File: src/pkg/rta_cfg.svh
`ifndef RTA_CFG_SVH
`define RTA_CFG_SVH

// register map
`define RTA_ADDR_ALARM1_FIRST 5'h0A
`define RTA_ADDR_ALARM1_LAST 5'h0E
`define RTA_ADDR_FLAGS 5'h0F
`define RTA_ADDR_TRIM 5'h12
`define RTA_ADDR_CTRL 5'h13
`define RTA_ADDR_ALARM2_FIRST 5'h14
`define RTA_ADDR_ALARM2_LAST 5'h18

// alarm group layout: byte index within a group
`define RTA_BYTE_MONTH 0
`define RTA_BYTE_DATE 1
`define RTA_BYTE_HOUR 2
`define RTA_BYTE_MINUTE 3
`define RTA_BYTE_SECOND 4
`define RTA_GROUP_BYTES 5
`define RTA_ALARM_COUNT 2

// field positions
`define RTA_BIT_IRQ_EN 7
`define RTA_BIT_RPT5 6
`define RTA_BIT_RPT_LOW 7
`define RTA_BIT_AF1 6
`define RTA_BIT_AF2 5
`define RTA_BIT_SECOND_ALARM_ENABLE 1
`define RTA_BIT_TRIM_SIGN 7
`define RTA_MONTH_MASK 8'h3F
`define RTA_FIELD_MASK 8'h7F

// repeat codes, most significant bit first
`define RTA_RPT_SECOND 5'h1F
`define RTA_RPT_MINUTE 5'h1E
`define RTA_RPT_HOUR 5'h1C
`define RTA_RPT_DAY 5'h18
`define RTA_RPT_MONTH 5'h10
`define RTA_RPT_YEAR 5'h00

// trim magnitude limits in quarter-picofarad steps
`define RTA_TRIM_MAX_ADD 7'h27
`define RTA_TRIM_MAX_REMOVE 7'h48
`define RTA_TRIM_RESET 8'h00
`define RTA_CTRL_RESET 8'h00
`define RTA_BYTE_RESET 8'h00

// frequency test rate and divider tick rate
`define RTA_FT_HZ 512
`define RTA_TICK_HZ 1024

`endif

File: src/pkg/rta_pkg.sv
`default_nettype none
package rta_pkg;

  typedef enum logic [2:0] {
    RTA_EVERY_SECOND,
    RTA_EVERY_MINUTE,
    RTA_EVERY_HOUR,
    RTA_EVERY_DAY,
    RTA_EVERY_MONTH,
    RTA_EVERY_YEAR
  } rta_repeat_t;

  typedef enum logic [1:0] {
    RTA_PIN_FREQ_TEST,
    RTA_PIN_IRQ,
    RTA_PIN_LEVEL
  } rta_pin_mode_t;

endpackage : rta_pkg
`default_nettype wire

File: src/logic/rta_trim_alarm.sv
// Overview of operation
// - trim register: sign on top, seven binary-weighted capacitor magnitude bits below.
// - sign 0 adds load capacitance, sign 1 removes it.
// - zero magnitude gives default per-side loading regardless of sign.
// - invalid trim values fall back to default loading, like zero magnitude.
// - shared pin toggles at 512 Hz when test and level bits set, stop clear.
// - test rate uses the undigitally-corrected divider tick only.
// - two alarm groups of five consecutive bytes each.
// - each alarm matches a full date/time or repeats at a chosen period.
// - five repeat bits per alarm, spread over its group, select compared fields.
// - repeat codes: 11111 second, 11110 minute, 11100 hour, 11000 day, 10000 month, 00000 year.
// - undefined repeat codes act as once per second.
// - a match under the chosen criteria sets that alarm's flag.
// - with first-alarm interrupt enabled and the test square wave off, an alarm match drives the pin low.
// - pointer on flags register holds off flag and interrupt until it moves.
// - reading flags releases the interrupt and clears the alarm flags.
// - the clearing read still returns flags set; the next read shows zero.
// - matching and interrupt keep working on backup supply.
// - second alarm works only when enabled; otherwise its bytes are plain storage.
`timescale 1ns/1ps
`default_nettype none
`include "rta_cfg.svh"

module rta_trim_alarm
  import rta_pkg::*;
#(
  parameter int TICK_HZ = `RTA_TICK_HZ,
  parameter int FT_HZ = `RTA_FT_HZ
) (
  // clock and reset
  input wire logic clk,
  input wire logic nrst,
  // register port from the serial engine
  input wire logic reg_wr,
  input wire logic reg_rd,
  input wire logic [4:0] reg_addr,
  input wire logic [7:0] reg_wdata,
  output logic [7:0] reg_rdata,
  input wire logic [4:0] addr_ptr,
  // running time
  input wire logic sec_tick,
  input wire logic [7:0] cur_month,
  input wire logic [7:0] cur_date,
  input wire logic [7:0] cur_hour,
  input wire logic [7:0] cur_minute,
  input wire logic [7:0] cur_second,
  // divider tick and control bits from the clock core
  input wire logic freq_tick,
  input wire logic freq_test_enable,
  input wire logic output_level,
  input wire logic oscillator_stop_bit,
  // capacitor array selects
  output logic trim_sign,
  output logic [6:0] trim_magnitude,
  output logic [6:0] cap_add_sel,
  output logic [6:0] cap_remove_sel,
  // alarm status
  output logic first_alarm_flag,
  output logic second_alarm_flag,
  output logic first_alarm_irq_enable,
  output logic second_alarm_enable,
  // shared open-drain pin
  output logic shared_interrupt_pin_out,
  output logic shared_interrupt_pin_oe
);

  localparam int GROUPS = `RTA_ALARM_COUNT;
  localparam int GBYTES = `RTA_GROUP_BYTES;
  localparam int FT_HALF = (TICK_HZ / (2 * FT_HZ) < 1) ? 1 : TICK_HZ / (2 * FT_HZ);
  localparam int FT_W = (FT_HALF < 2) ? 1 : $clog2(FT_HALF);
  localparam logic [FT_W-1:0] FT_LAST = FT_W'(FT_HALF - 1);

  logic [7:0] alarm_bytes [0:GROUPS*GBYTES-1];
  logic [7:0] trim_reg;
  logic [7:0] ctrl_reg;
  logic [GROUPS-1:0] flags;
  logic [GROUPS-1:0] pending;
  logic [GROUPS-1:0] match;
  logic [GROUPS-1:0] group_en;
  logic [FT_W-1:0] ft_cnt;
  logic ft_phase;
  logic ptr_on_flags;
  logic rd_flags;
  logic in_group1;
  logic in_group2;
  logic [3:0] byte_idx;
  logic [6:0] next_add;
  logic [6:0] next_remove;
  logic trim_valid;
  logic irq_active;
  logic ft_mode;
  rta_pin_mode_t pin_mode;
  logic [7:0] next_rdata;
  logic wr_store;
  logic wr_trim;
  logic wr_ctrl;

  // address decode of the alarm groups
  assign in_group1 = (reg_addr >= `RTA_ADDR_ALARM1_FIRST) && (reg_addr <= `RTA_ADDR_ALARM1_LAST);
  assign in_group2 = (reg_addr >= `RTA_ADDR_ALARM2_FIRST) && (reg_addr <= `RTA_ADDR_ALARM2_LAST);

  // write decode: flags and unmapped addresses take no writes
  assign wr_store = reg_wr && (in_group1 || in_group2);
  assign wr_trim = reg_wr && reg_addr == `RTA_ADDR_TRIM;
  assign wr_ctrl = reg_wr && reg_addr == `RTA_ADDR_CTRL;

  always_comb begin
    byte_idx = 4'h0;
    if (in_group1) begin
      byte_idx = 4'(reg_addr - `RTA_ADDR_ALARM1_FIRST);
    end else if (in_group2) begin
      byte_idx = 4'(reg_addr - `RTA_ADDR_ALARM2_FIRST + 5'(GBYTES));
    end
  end

  // alarm bytes double as plain storage whatever the enable
  always_ff @(posedge clk) begin
    if (!nrst) begin
      for (int i = 0; i < GROUPS * GBYTES; i++) begin
        alarm_bytes[i] <= `RTA_BYTE_RESET;
      end
    end else if (wr_store) begin
      alarm_bytes[byte_idx] <= reg_wdata;
    end
  end

  always_ff @(posedge clk) begin
    if (!nrst) begin
      trim_reg <= `RTA_TRIM_RESET;
    end else if (wr_trim) begin
      trim_reg <= reg_wdata;
    end
  end

  always_ff @(posedge clk) begin
    if (!nrst) begin
      ctrl_reg <= `RTA_CTRL_RESET;
    end else if (wr_ctrl) begin
      ctrl_reg <= reg_wdata;
    end
  end

  // trim decode: limits keep each side inside the array's range
  always_comb begin
    trim_valid = trim_reg[`RTA_BIT_TRIM_SIGN] ? (trim_reg[6:0] <= `RTA_TRIM_MAX_REMOVE)
                                              : (trim_reg[6:0] <= `RTA_TRIM_MAX_ADD);
    next_add = 7'h00;
    next_remove = 7'h00;
    if (trim_valid) begin
      if (trim_reg[`RTA_BIT_TRIM_SIGN]) begin
        next_remove = trim_reg[6:0];
      end else begin
        next_add = trim_reg[6:0];
      end
    end
    // zero magnitude or invalid: both selects stay clear, array at default
  end

  always_ff @(posedge clk) begin
    if (!nrst) begin
      cap_add_sel <= 7'h00;
      cap_remove_sel <= 7'h00;
    end else begin
      cap_add_sel <= next_add;
      cap_remove_sel <= next_remove;
    end
  end

  always_ff @(posedge clk) begin
    if (!nrst) begin
      trim_sign <= 1'b0;
      trim_magnitude <= 7'h00;
    end else begin
      trim_sign <= trim_reg[`RTA_BIT_TRIM_SIGN];
      trim_magnitude <= trim_reg[6:0];
    end
  end

  // one comparator per alarm group
  assign group_en[0] = 1'b1;
  assign group_en[1] = ctrl_reg[`RTA_BIT_SECOND_ALARM_ENABLE];

  generate
    for (genvar g = 0; g < GROUPS; g++) begin : g_alarm
      logic [4:0] rpt;
      assign rpt = {alarm_bytes[g*GBYTES+`RTA_BYTE_MONTH][`RTA_BIT_RPT5],
                    alarm_bytes[g*GBYTES+`RTA_BYTE_DATE][`RTA_BIT_RPT_LOW],
                    alarm_bytes[g*GBYTES+`RTA_BYTE_HOUR][`RTA_BIT_RPT_LOW],
                    alarm_bytes[g*GBYTES+`RTA_BYTE_MINUTE][`RTA_BIT_RPT_LOW],
                    alarm_bytes[g*GBYTES+`RTA_BYTE_SECOND][`RTA_BIT_RPT_LOW]};
      // a zeroed date with yearly code never matches, so the alarm is off
      rta_alarm_match u_match (
        .clk(clk),
        .nrst(nrst),
        .sec_tick(sec_tick),
        .enable(group_en[g]),
        .repeat_bits(rpt),
        .set_month(alarm_bytes[g*GBYTES+`RTA_BYTE_MONTH]),
        .set_date(alarm_bytes[g*GBYTES+`RTA_BYTE_DATE]),
        .set_hour(alarm_bytes[g*GBYTES+`RTA_BYTE_HOUR]),
        .set_minute(alarm_bytes[g*GBYTES+`RTA_BYTE_MINUTE]),
        .set_second(alarm_bytes[g*GBYTES+`RTA_BYTE_SECOND]),
        .cur_month(cur_month),
        .cur_date(cur_date),
        .cur_hour(cur_hour),
        .cur_minute(cur_minute),
        .cur_second(cur_second),
        .match(match[g])
      );
    end
  endgenerate

  assign ptr_on_flags = addr_ptr == `RTA_ADDR_FLAGS;
  assign rd_flags = reg_rd && reg_addr == `RTA_ADDR_FLAGS;

  // matches seen while the pointer parks on flags wait here
  always_ff @(posedge clk) begin
    if (!nrst) begin
      pending <= '0;
    end else begin
      for (int i = 0; i < GROUPS; i++) begin
        if (match[i] && ptr_on_flags) begin
          pending[i] <= 1'b1;
        end else if (!ptr_on_flags) begin
          pending[i] <= 1'b0;
        end
      end
    end
  end

  // a set in the clearing cycle wins
  always_ff @(posedge clk) begin
    if (!nrst) begin
      flags <= '0;
    end else begin
      for (int i = 0; i < GROUPS; i++) begin
        if ((match[i] || pending[i]) && !ptr_on_flags) begin
          flags[i] <= 1'b1;
        end else if (rd_flags) begin
          flags[i] <= 1'b0;
        end
      end
    end
  end

  // read data: flags sampled before the clear takes effect
  always_comb begin
    next_rdata = 8'h00;
    if (in_group1 || in_group2) begin
      next_rdata = alarm_bytes[byte_idx];
    end else if (reg_addr == `RTA_ADDR_FLAGS) begin
      next_rdata[`RTA_BIT_AF1] = flags[0];
      next_rdata[`RTA_BIT_AF2] = flags[1];
    end else if (reg_addr == `RTA_ADDR_TRIM) begin
      next_rdata = trim_reg;
    end else if (reg_addr == `RTA_ADDR_CTRL) begin
      next_rdata = ctrl_reg;
    end
  end

  always_ff @(posedge clk) begin
    if (!nrst) begin
      reg_rdata <= 8'h00;
    end else if (reg_rd) begin
      reg_rdata <= next_rdata;
    end
  end

  always_ff @(posedge clk) begin
    if (!nrst) begin
      first_alarm_flag <= 1'b0;
      second_alarm_flag <= 1'b0;
    end else begin
      first_alarm_flag <= flags[0];
      second_alarm_flag <= flags[1];
    end
  end

  always_ff @(posedge clk) begin
    if (!nrst) begin
      first_alarm_irq_enable <= 1'b0;
      second_alarm_enable <= 1'b0;
    end else begin
      first_alarm_irq_enable <= alarm_bytes[`RTA_BYTE_MONTH][`RTA_BIT_IRQ_EN];
      second_alarm_enable <= ctrl_reg[`RTA_BIT_SECOND_ALARM_ENABLE];
    end
  end

  // test square wave from the uncorrected divider tick
  assign ft_mode = freq_test_enable & output_level & ~oscillator_stop_bit;

  always_ff @(posedge clk) begin
    if (!nrst) begin
      ft_cnt <= '0;
    end else if (!ft_mode) begin
      ft_cnt <= '0;
    end else if (freq_tick) begin
      if (ft_cnt == FT_LAST) begin
        ft_cnt <= '0;
      end else begin
        ft_cnt <= ft_cnt + 1'b1;
      end
    end
  end

  // half period reached on this tick: flip the test output
  always_ff @(posedge clk) begin
    if (!nrst) begin
      ft_phase <= 1'b0;
    end else if (!ft_mode) begin
      ft_phase <= 1'b0;
    end else if (freq_tick && ft_cnt == FT_LAST) begin
      ft_phase <= ~ft_phase;
    end
  end

  assign irq_active = alarm_bytes[`RTA_BYTE_MONTH][`RTA_BIT_IRQ_EN] & (|flags);

  always_comb begin
    if (ft_mode) begin
      pin_mode = RTA_PIN_FREQ_TEST;
    end else if (irq_active) begin
      pin_mode = RTA_PIN_IRQ;
    end else begin
      pin_mode = RTA_PIN_LEVEL;
    end
  end

  // open drain: only ever pulls low
  always_ff @(posedge clk) begin
    if (!nrst) begin
      shared_interrupt_pin_out <= 1'b0;
    end else begin
      shared_interrupt_pin_out <= 1'b0;
    end
  end

  always_ff @(posedge clk) begin
    if (!nrst) begin
      shared_interrupt_pin_oe <= 1'b0;
    end else begin
      case (pin_mode)
        RTA_PIN_FREQ_TEST: shared_interrupt_pin_oe <= ~ft_phase;
        RTA_PIN_IRQ: shared_interrupt_pin_oe <= 1'b1;
        RTA_PIN_LEVEL: shared_interrupt_pin_oe <= ~output_level;
        default: shared_interrupt_pin_oe <= 1'b0;
      endcase
    end
  end

endmodule : rta_trim_alarm
`default_nettype wire

File: src/logic/rta_alarm_match.sv
`timescale 1ns/1ps
`default_nettype none
`include "rta_cfg.svh"

module rta_alarm_match
  import rta_pkg::*;
(
  // clock and reset
  input wire logic clk,
  input wire logic nrst,
  // control
  input wire logic sec_tick,
  input wire logic enable,
  input wire logic [4:0] repeat_bits,
  // alarm settings
  input wire logic [7:0] set_month,
  input wire logic [7:0] set_date,
  input wire logic [7:0] set_hour,
  input wire logic [7:0] set_minute,
  input wire logic [7:0] set_second,
  // running time
  input wire logic [7:0] cur_month,
  input wire logic [7:0] cur_date,
  input wire logic [7:0] cur_hour,
  input wire logic [7:0] cur_minute,
  input wire logic [7:0] cur_second,
  // one-cycle match pulse
  output logic match
);

  rta_repeat_t mode;
  logic eq_sec, eq_min, eq_hour, eq_date, eq_month;
  logic hit;

  always_comb begin
    case (repeat_bits)
      `RTA_RPT_MINUTE: mode = RTA_EVERY_MINUTE;
      `RTA_RPT_HOUR: mode = RTA_EVERY_HOUR;
      `RTA_RPT_DAY: mode = RTA_EVERY_DAY;
      `RTA_RPT_MONTH: mode = RTA_EVERY_MONTH;
      `RTA_RPT_YEAR: mode = RTA_EVERY_YEAR;
      default: mode = RTA_EVERY_SECOND;
    endcase
  end

  // repeat bits sit in the top bits and take no part in the compare
  assign eq_sec = (set_second & `RTA_FIELD_MASK) == (cur_second & `RTA_FIELD_MASK);
  assign eq_min = (set_minute & `RTA_FIELD_MASK) == (cur_minute & `RTA_FIELD_MASK);
  assign eq_hour = (set_hour & `RTA_FIELD_MASK) == (cur_hour & `RTA_FIELD_MASK);
  assign eq_date = (set_date & `RTA_FIELD_MASK) == (cur_date & `RTA_FIELD_MASK);
  assign eq_month = (set_month & `RTA_MONTH_MASK) == (cur_month & `RTA_MONTH_MASK);

  always_comb begin
    case (mode)
      RTA_EVERY_SECOND: hit = 1'b1;
      RTA_EVERY_MINUTE: hit = eq_sec;
      RTA_EVERY_HOUR: hit = eq_sec & eq_min;
      RTA_EVERY_DAY: hit = eq_sec & eq_min & eq_hour;
      RTA_EVERY_MONTH: hit = eq_sec & eq_min & eq_hour & eq_date;
      RTA_EVERY_YEAR: hit = eq_sec & eq_min & eq_hour & eq_date & eq_month;
      default: hit = 1'b1;
    endcase
  end

  // one compare per seconds update
  always_ff @(posedge clk) begin
    if (!nrst) begin
      match <= 1'b0;
    end else begin
      match <= sec_tick & enable & hit;
    end
  end

endmodule : rta_alarm_match
`default_nettype wire

File: config.mk
export PLATFORM = sky130hd
export DESIGN_NAME = rta_trim_alarm
export DESIGN_NICKNAME = d
export VERILOG_FILES = /design/src/pkg/rta_pkg.sv /design/src/logic/rta_trim_alarm.sv /design/src/logic/rta_alarm_match.sv
export VERILOG_INCLUDE_DIRS = /design/src /design/src/pkg
export SDC_FILE = /design/constraint.sdc
export NUM_CORES = 1
export LEC_CHECK = 0
export BUFFER_PORTS_ARGS = -buffer_cell sky130_fd_sc_hd__buf_2
export CAP_MARGIN = 40
export CORE_AREA = 2 2 126 128
export CTS_CLUSTER_DIAMETER = 40
export DETAILED_ROUTE_END_ITERATION = 16
export DIE_AREA = 0 0 128 130
export PLACE_DENSITY = 0.81
export SETUP_SLACK_MARGIN = 0.5
export SLEW_MARGIN = 40
export SYNTH_ARGS = -nofsm -noshare
export SYNTH_HDL_FRONTEND = slang
export SYNTH_HIERARCHICAL = 1
export SYNTH_SLANG_ARGS = --single-unit
File: constraint.sdc
create_clock -name clk -period 3.94 [get_ports clk]
set_input_delay 0.394 -clock clk [delete_from_list [all_inputs] [get_ports clk]]
set_output_delay 0.394 -clock clk [all_outputs]
set_load 0.01 [all_outputs]
==> summary.md <==
| Metric | Value |
|---|---|
| Status | completed |
| Synth Flop Type | edfxtp_1 |
| Num rows | 46 |
| PD cells | 428.2 mW/mm^2 |
| Slew @ Worst Pin | 0.8294 ns |
| Post-DP HPWL | 18140 microns |
| Top cell family by delay on the critical path | simple AND/OR/NAND/NOR gates |
| Ys async rst share | 0% |
| Number of global-route vias before repair | 6340 |
| Initial core utilization | 57.46% |
| Final nets | 973 |
| Worst endpoint data arrival time | 3.31 ns |
| Maximum VDD drop | 0.0003705 V |
| Maximum capacitance violations | 0 |
| Crit path launch type | primary input |
| Sink Count | 186 |
| Post-synthesis cell area | 0.008864 sq mm |
| Leak | 3.822 nW |
| Setup violations, final | 0 |
| Top reg by flops | alarm_bytes |
| Layout cells sized above 1 | 19.58% |
| GR Overflow Total | 0 |
| Yosys reg bits | 186 |
| # IOs | 103 |
| Post-synth top area cell | edfxtp_1 |
| Max Clk Rate | 313.0 MHz |
| Clock-pin slew of the registers on the worst-case setup and hold paths | 0.08 ns |
| Worst reg2reg path depth | 5 |
| Clock Latency Late Sink | 0.44 ns |
| Crit-path max FO | 14 |
| Routed vias/inst | 6.216 |
| Routed Wire Length | 24390 microns |
| Worst min-delay path class | primary input to flop |
| Die W | 128 microns |
| Worst Hold Launch | output_level |
| Diodes inserted | 0 |
| Post-route ant nets | 0 |
| Min Clock Period, post-route | 3.195 ns |
| Seq/Total Area, Yosys | 56.47% |
| Post-synthesis cell count | 790 |
| YS warnings | 6 |
| Initial antenna violation count | 0 |
| Sw Share | 26.88% |
| Part of the power in combinational logic | 10.2% |
| RR Startpoint | alarm_bytes[9][0] |
| CTS tree | yes |
| First-pass GRT wire length | 36220 microns |
| Req. time, crit path | 4.05 ns |
| RSZ-0062 raised after global routing | false |
| CTS H-tree depth | 4 |
| Stages on worst setup path | 9 |
| Sequential cell area | 0.005005 sq mm |
| Top cell type's share of synthesized area | 43.37% |
| Gr usage total | 29.98% |
| Ranking of synthesized cells by area | edfxtp_1 (43%), dfxtp_1 (13%), mux2i_1 (5.4%), nor2_1 (4.4%), xnor2_1 (3.7%) |
| Clk_skew | 0.01034 ns |
| Relative slew slack | 43.95% |
| Final Hold Viols | 0 |
| DRT iter0 DRCs | 864 |
| Final Max Tran Viols | 0 |
| Max reg flops | 128 |
| Die height | 130 microns |
| Hold-fix buffers at CTS | 0 |
| Postcts setup bufs | 0 |
| Commonest cells in the netlist | edfxtp_1 (128), nor2_1 (105), nand2_1 (78) |
| CTS Buffer Depth | 2 |
| Die Area | 0.01664 sq mm |
| Bufs and invs on worst path | 2 |
| Clock share of power | 39.5% |
| Internal | 3.210 mW |
| Crit-path cells | buf_2 -> inv_1 -> ha_1 -> nor3b_1 -> o31ai_4 -> o22ai_2 -> nor3_1 -> nand3_1 -> nand2_1 |
| Netlist cell types | 62 |
| Most frequent cell after synthesis | edfxtp_1 |
| Fill cell count | 1169 |
| Detailed Routing Iterations Pass 1 | 7 |
| Post-synth EDFFs | 128 |
| Pin count of the biggest net entering global routing | 34 |
| CP Class | primary input to flop |
| Syn_area_per_cell | 11.22 sq um |
| Drt drc | 0 |
| Vias | 6875 |
| Synth-to-Final Area Change | 15.68% |
| CTS resizes | 0 |
| Met2 WL | 11620 microns |
| CTS root buf | clkbuf_16 |
| Routed length per instance | 22.05 microns |
| Top sig layer | met4 |
| Final GP Congestion | 0.9912 |
| Psw | 1.180 mW |
| Multi-input logic area | 0.003652 sq mm |
| CP Launch Point | reg_addr[1] |
| Slowest stage delay, CP | 0.55 ns |
| Placed inst area | 0.009632 sq mm |
| Core area | 0.01542 sq mm |
| Met3 wire length | 2407 microns |
| WL met1 | 9255 microns |
| Final instance area | 0.01025 sq mm |
| Tcrit/Tclk final | 81.09% |
| CP max stage cell | o31ai_4 |
| Total CTS buffers | 17 |
| R2R setup slack | 2.13 ns |
| Crit. End Element | flop |
| Setup TNS | 0 ns |
| WHS Path Cells | 3 |
| Buffers on Ports | 95 |
| Seq pwr share | 50.3% |
==> kinds of logic after synthesis <==
family          synth area share, %
mux                           6.183
simple gates                  15.60
buf+inv                       2.484
xor+xnor                      7.397
other cells                 0.08473
fa+ha+maj                    0.7058
flops                         56.47
compound gates                11.08
==> tightest hold or removal path, delay by kind of cell <==
kind	cells	cell delay, ns
buffers and inverters	1	0.11
and+or+nand+nor	2	0.10
==> routing by layer <==
metal / vias to the layer above / track usage [%]
li1: 3126 / -
met1: 3262 / 38.31
met2: 413 / 48.73
met3: 74 / 7.093
met4: 0 / 14.29
met5: - / 0
==> power by group through the flow <==
stage / clock (mW) / combinational [mW] / sequential [mW]
after detailed placement: 0 / 0.437 / 2.25
after global routing: 1.82 / 0.483 / 2.21
after global placement: 0 / 0.430 / 2.25
after floorplan: 0 / 0.288 / 2.22
final: 1.73 / 0.449 / 2.21
after CTS: 1.75 / 0.441 / 2.20
==> cells in the final DEF, fill, tap and decap left out, types with 16 or more instances in the layout <==
cell | synthesis | final
o21ai_0 | 16 | 16
o221ai_1 | 16 | 16
and2_1 | 24 | 24
a21oi_1 | 36 | 34
xnor2_1 | 37 | 37
nand2_1 | 78 | 77
nand3_1 | 17 | 17
buf_4 | 4 | 26
a221oi_1 | 16 | 16
mux2i_1 | 48 | 48
clkbuf_16 | 0 | 18
nor2_1 | 105 | 105
inv_1 | 17 | 17
buf_2 | 11 | 95
dfxtp_1 | 58 | 58
xor2_1 | 36 | 36
edfxtp_1 | 128 | 128
==> final timing paths <==
path | endpoint
max | alarm_bytes[8][4]
min | ft_phase
max reg2reg | g_alarm[1].u_match/match
min reg2reg | trim_reg[7]
==> final cells by class <==
cell class	count	area share, %
clock inverters	14	1.672
clock buffers	18	4.393
flip-flops and latches	186	48.81
well taps	192	2.343
repair buffers	121	6.541
multi-input cells	558	35.62
inverters	17	0.6223
==> metrics by stage <==
| step | worst slack, ns | total power [mW] | hold slack [ns] | cells | utilization (%) |
|---|---|---|---|---|---|
| floorplan | 0.5008 | 2.510 | 0.4426 | 791 | - |
| global placement | 0.4385 | 2.678 | 0.4762 | 1074 | 62.44 |
| detailed placement | 0.3884 | 2.685 | 0.4833 | 1074 | 62.44 |
| CTS | 0.8539 | 4.393 | 0.1966 | 1106 | 66.47 |
| global route | 0.5787 | 4.516 | 0.2132 | 1106 | 66.47 |
| finish | 0.7451 | 4.390 | 0.1992 | 1106 | 66.47 |
No activity file was read; power rests on OpenSTA's default activity.
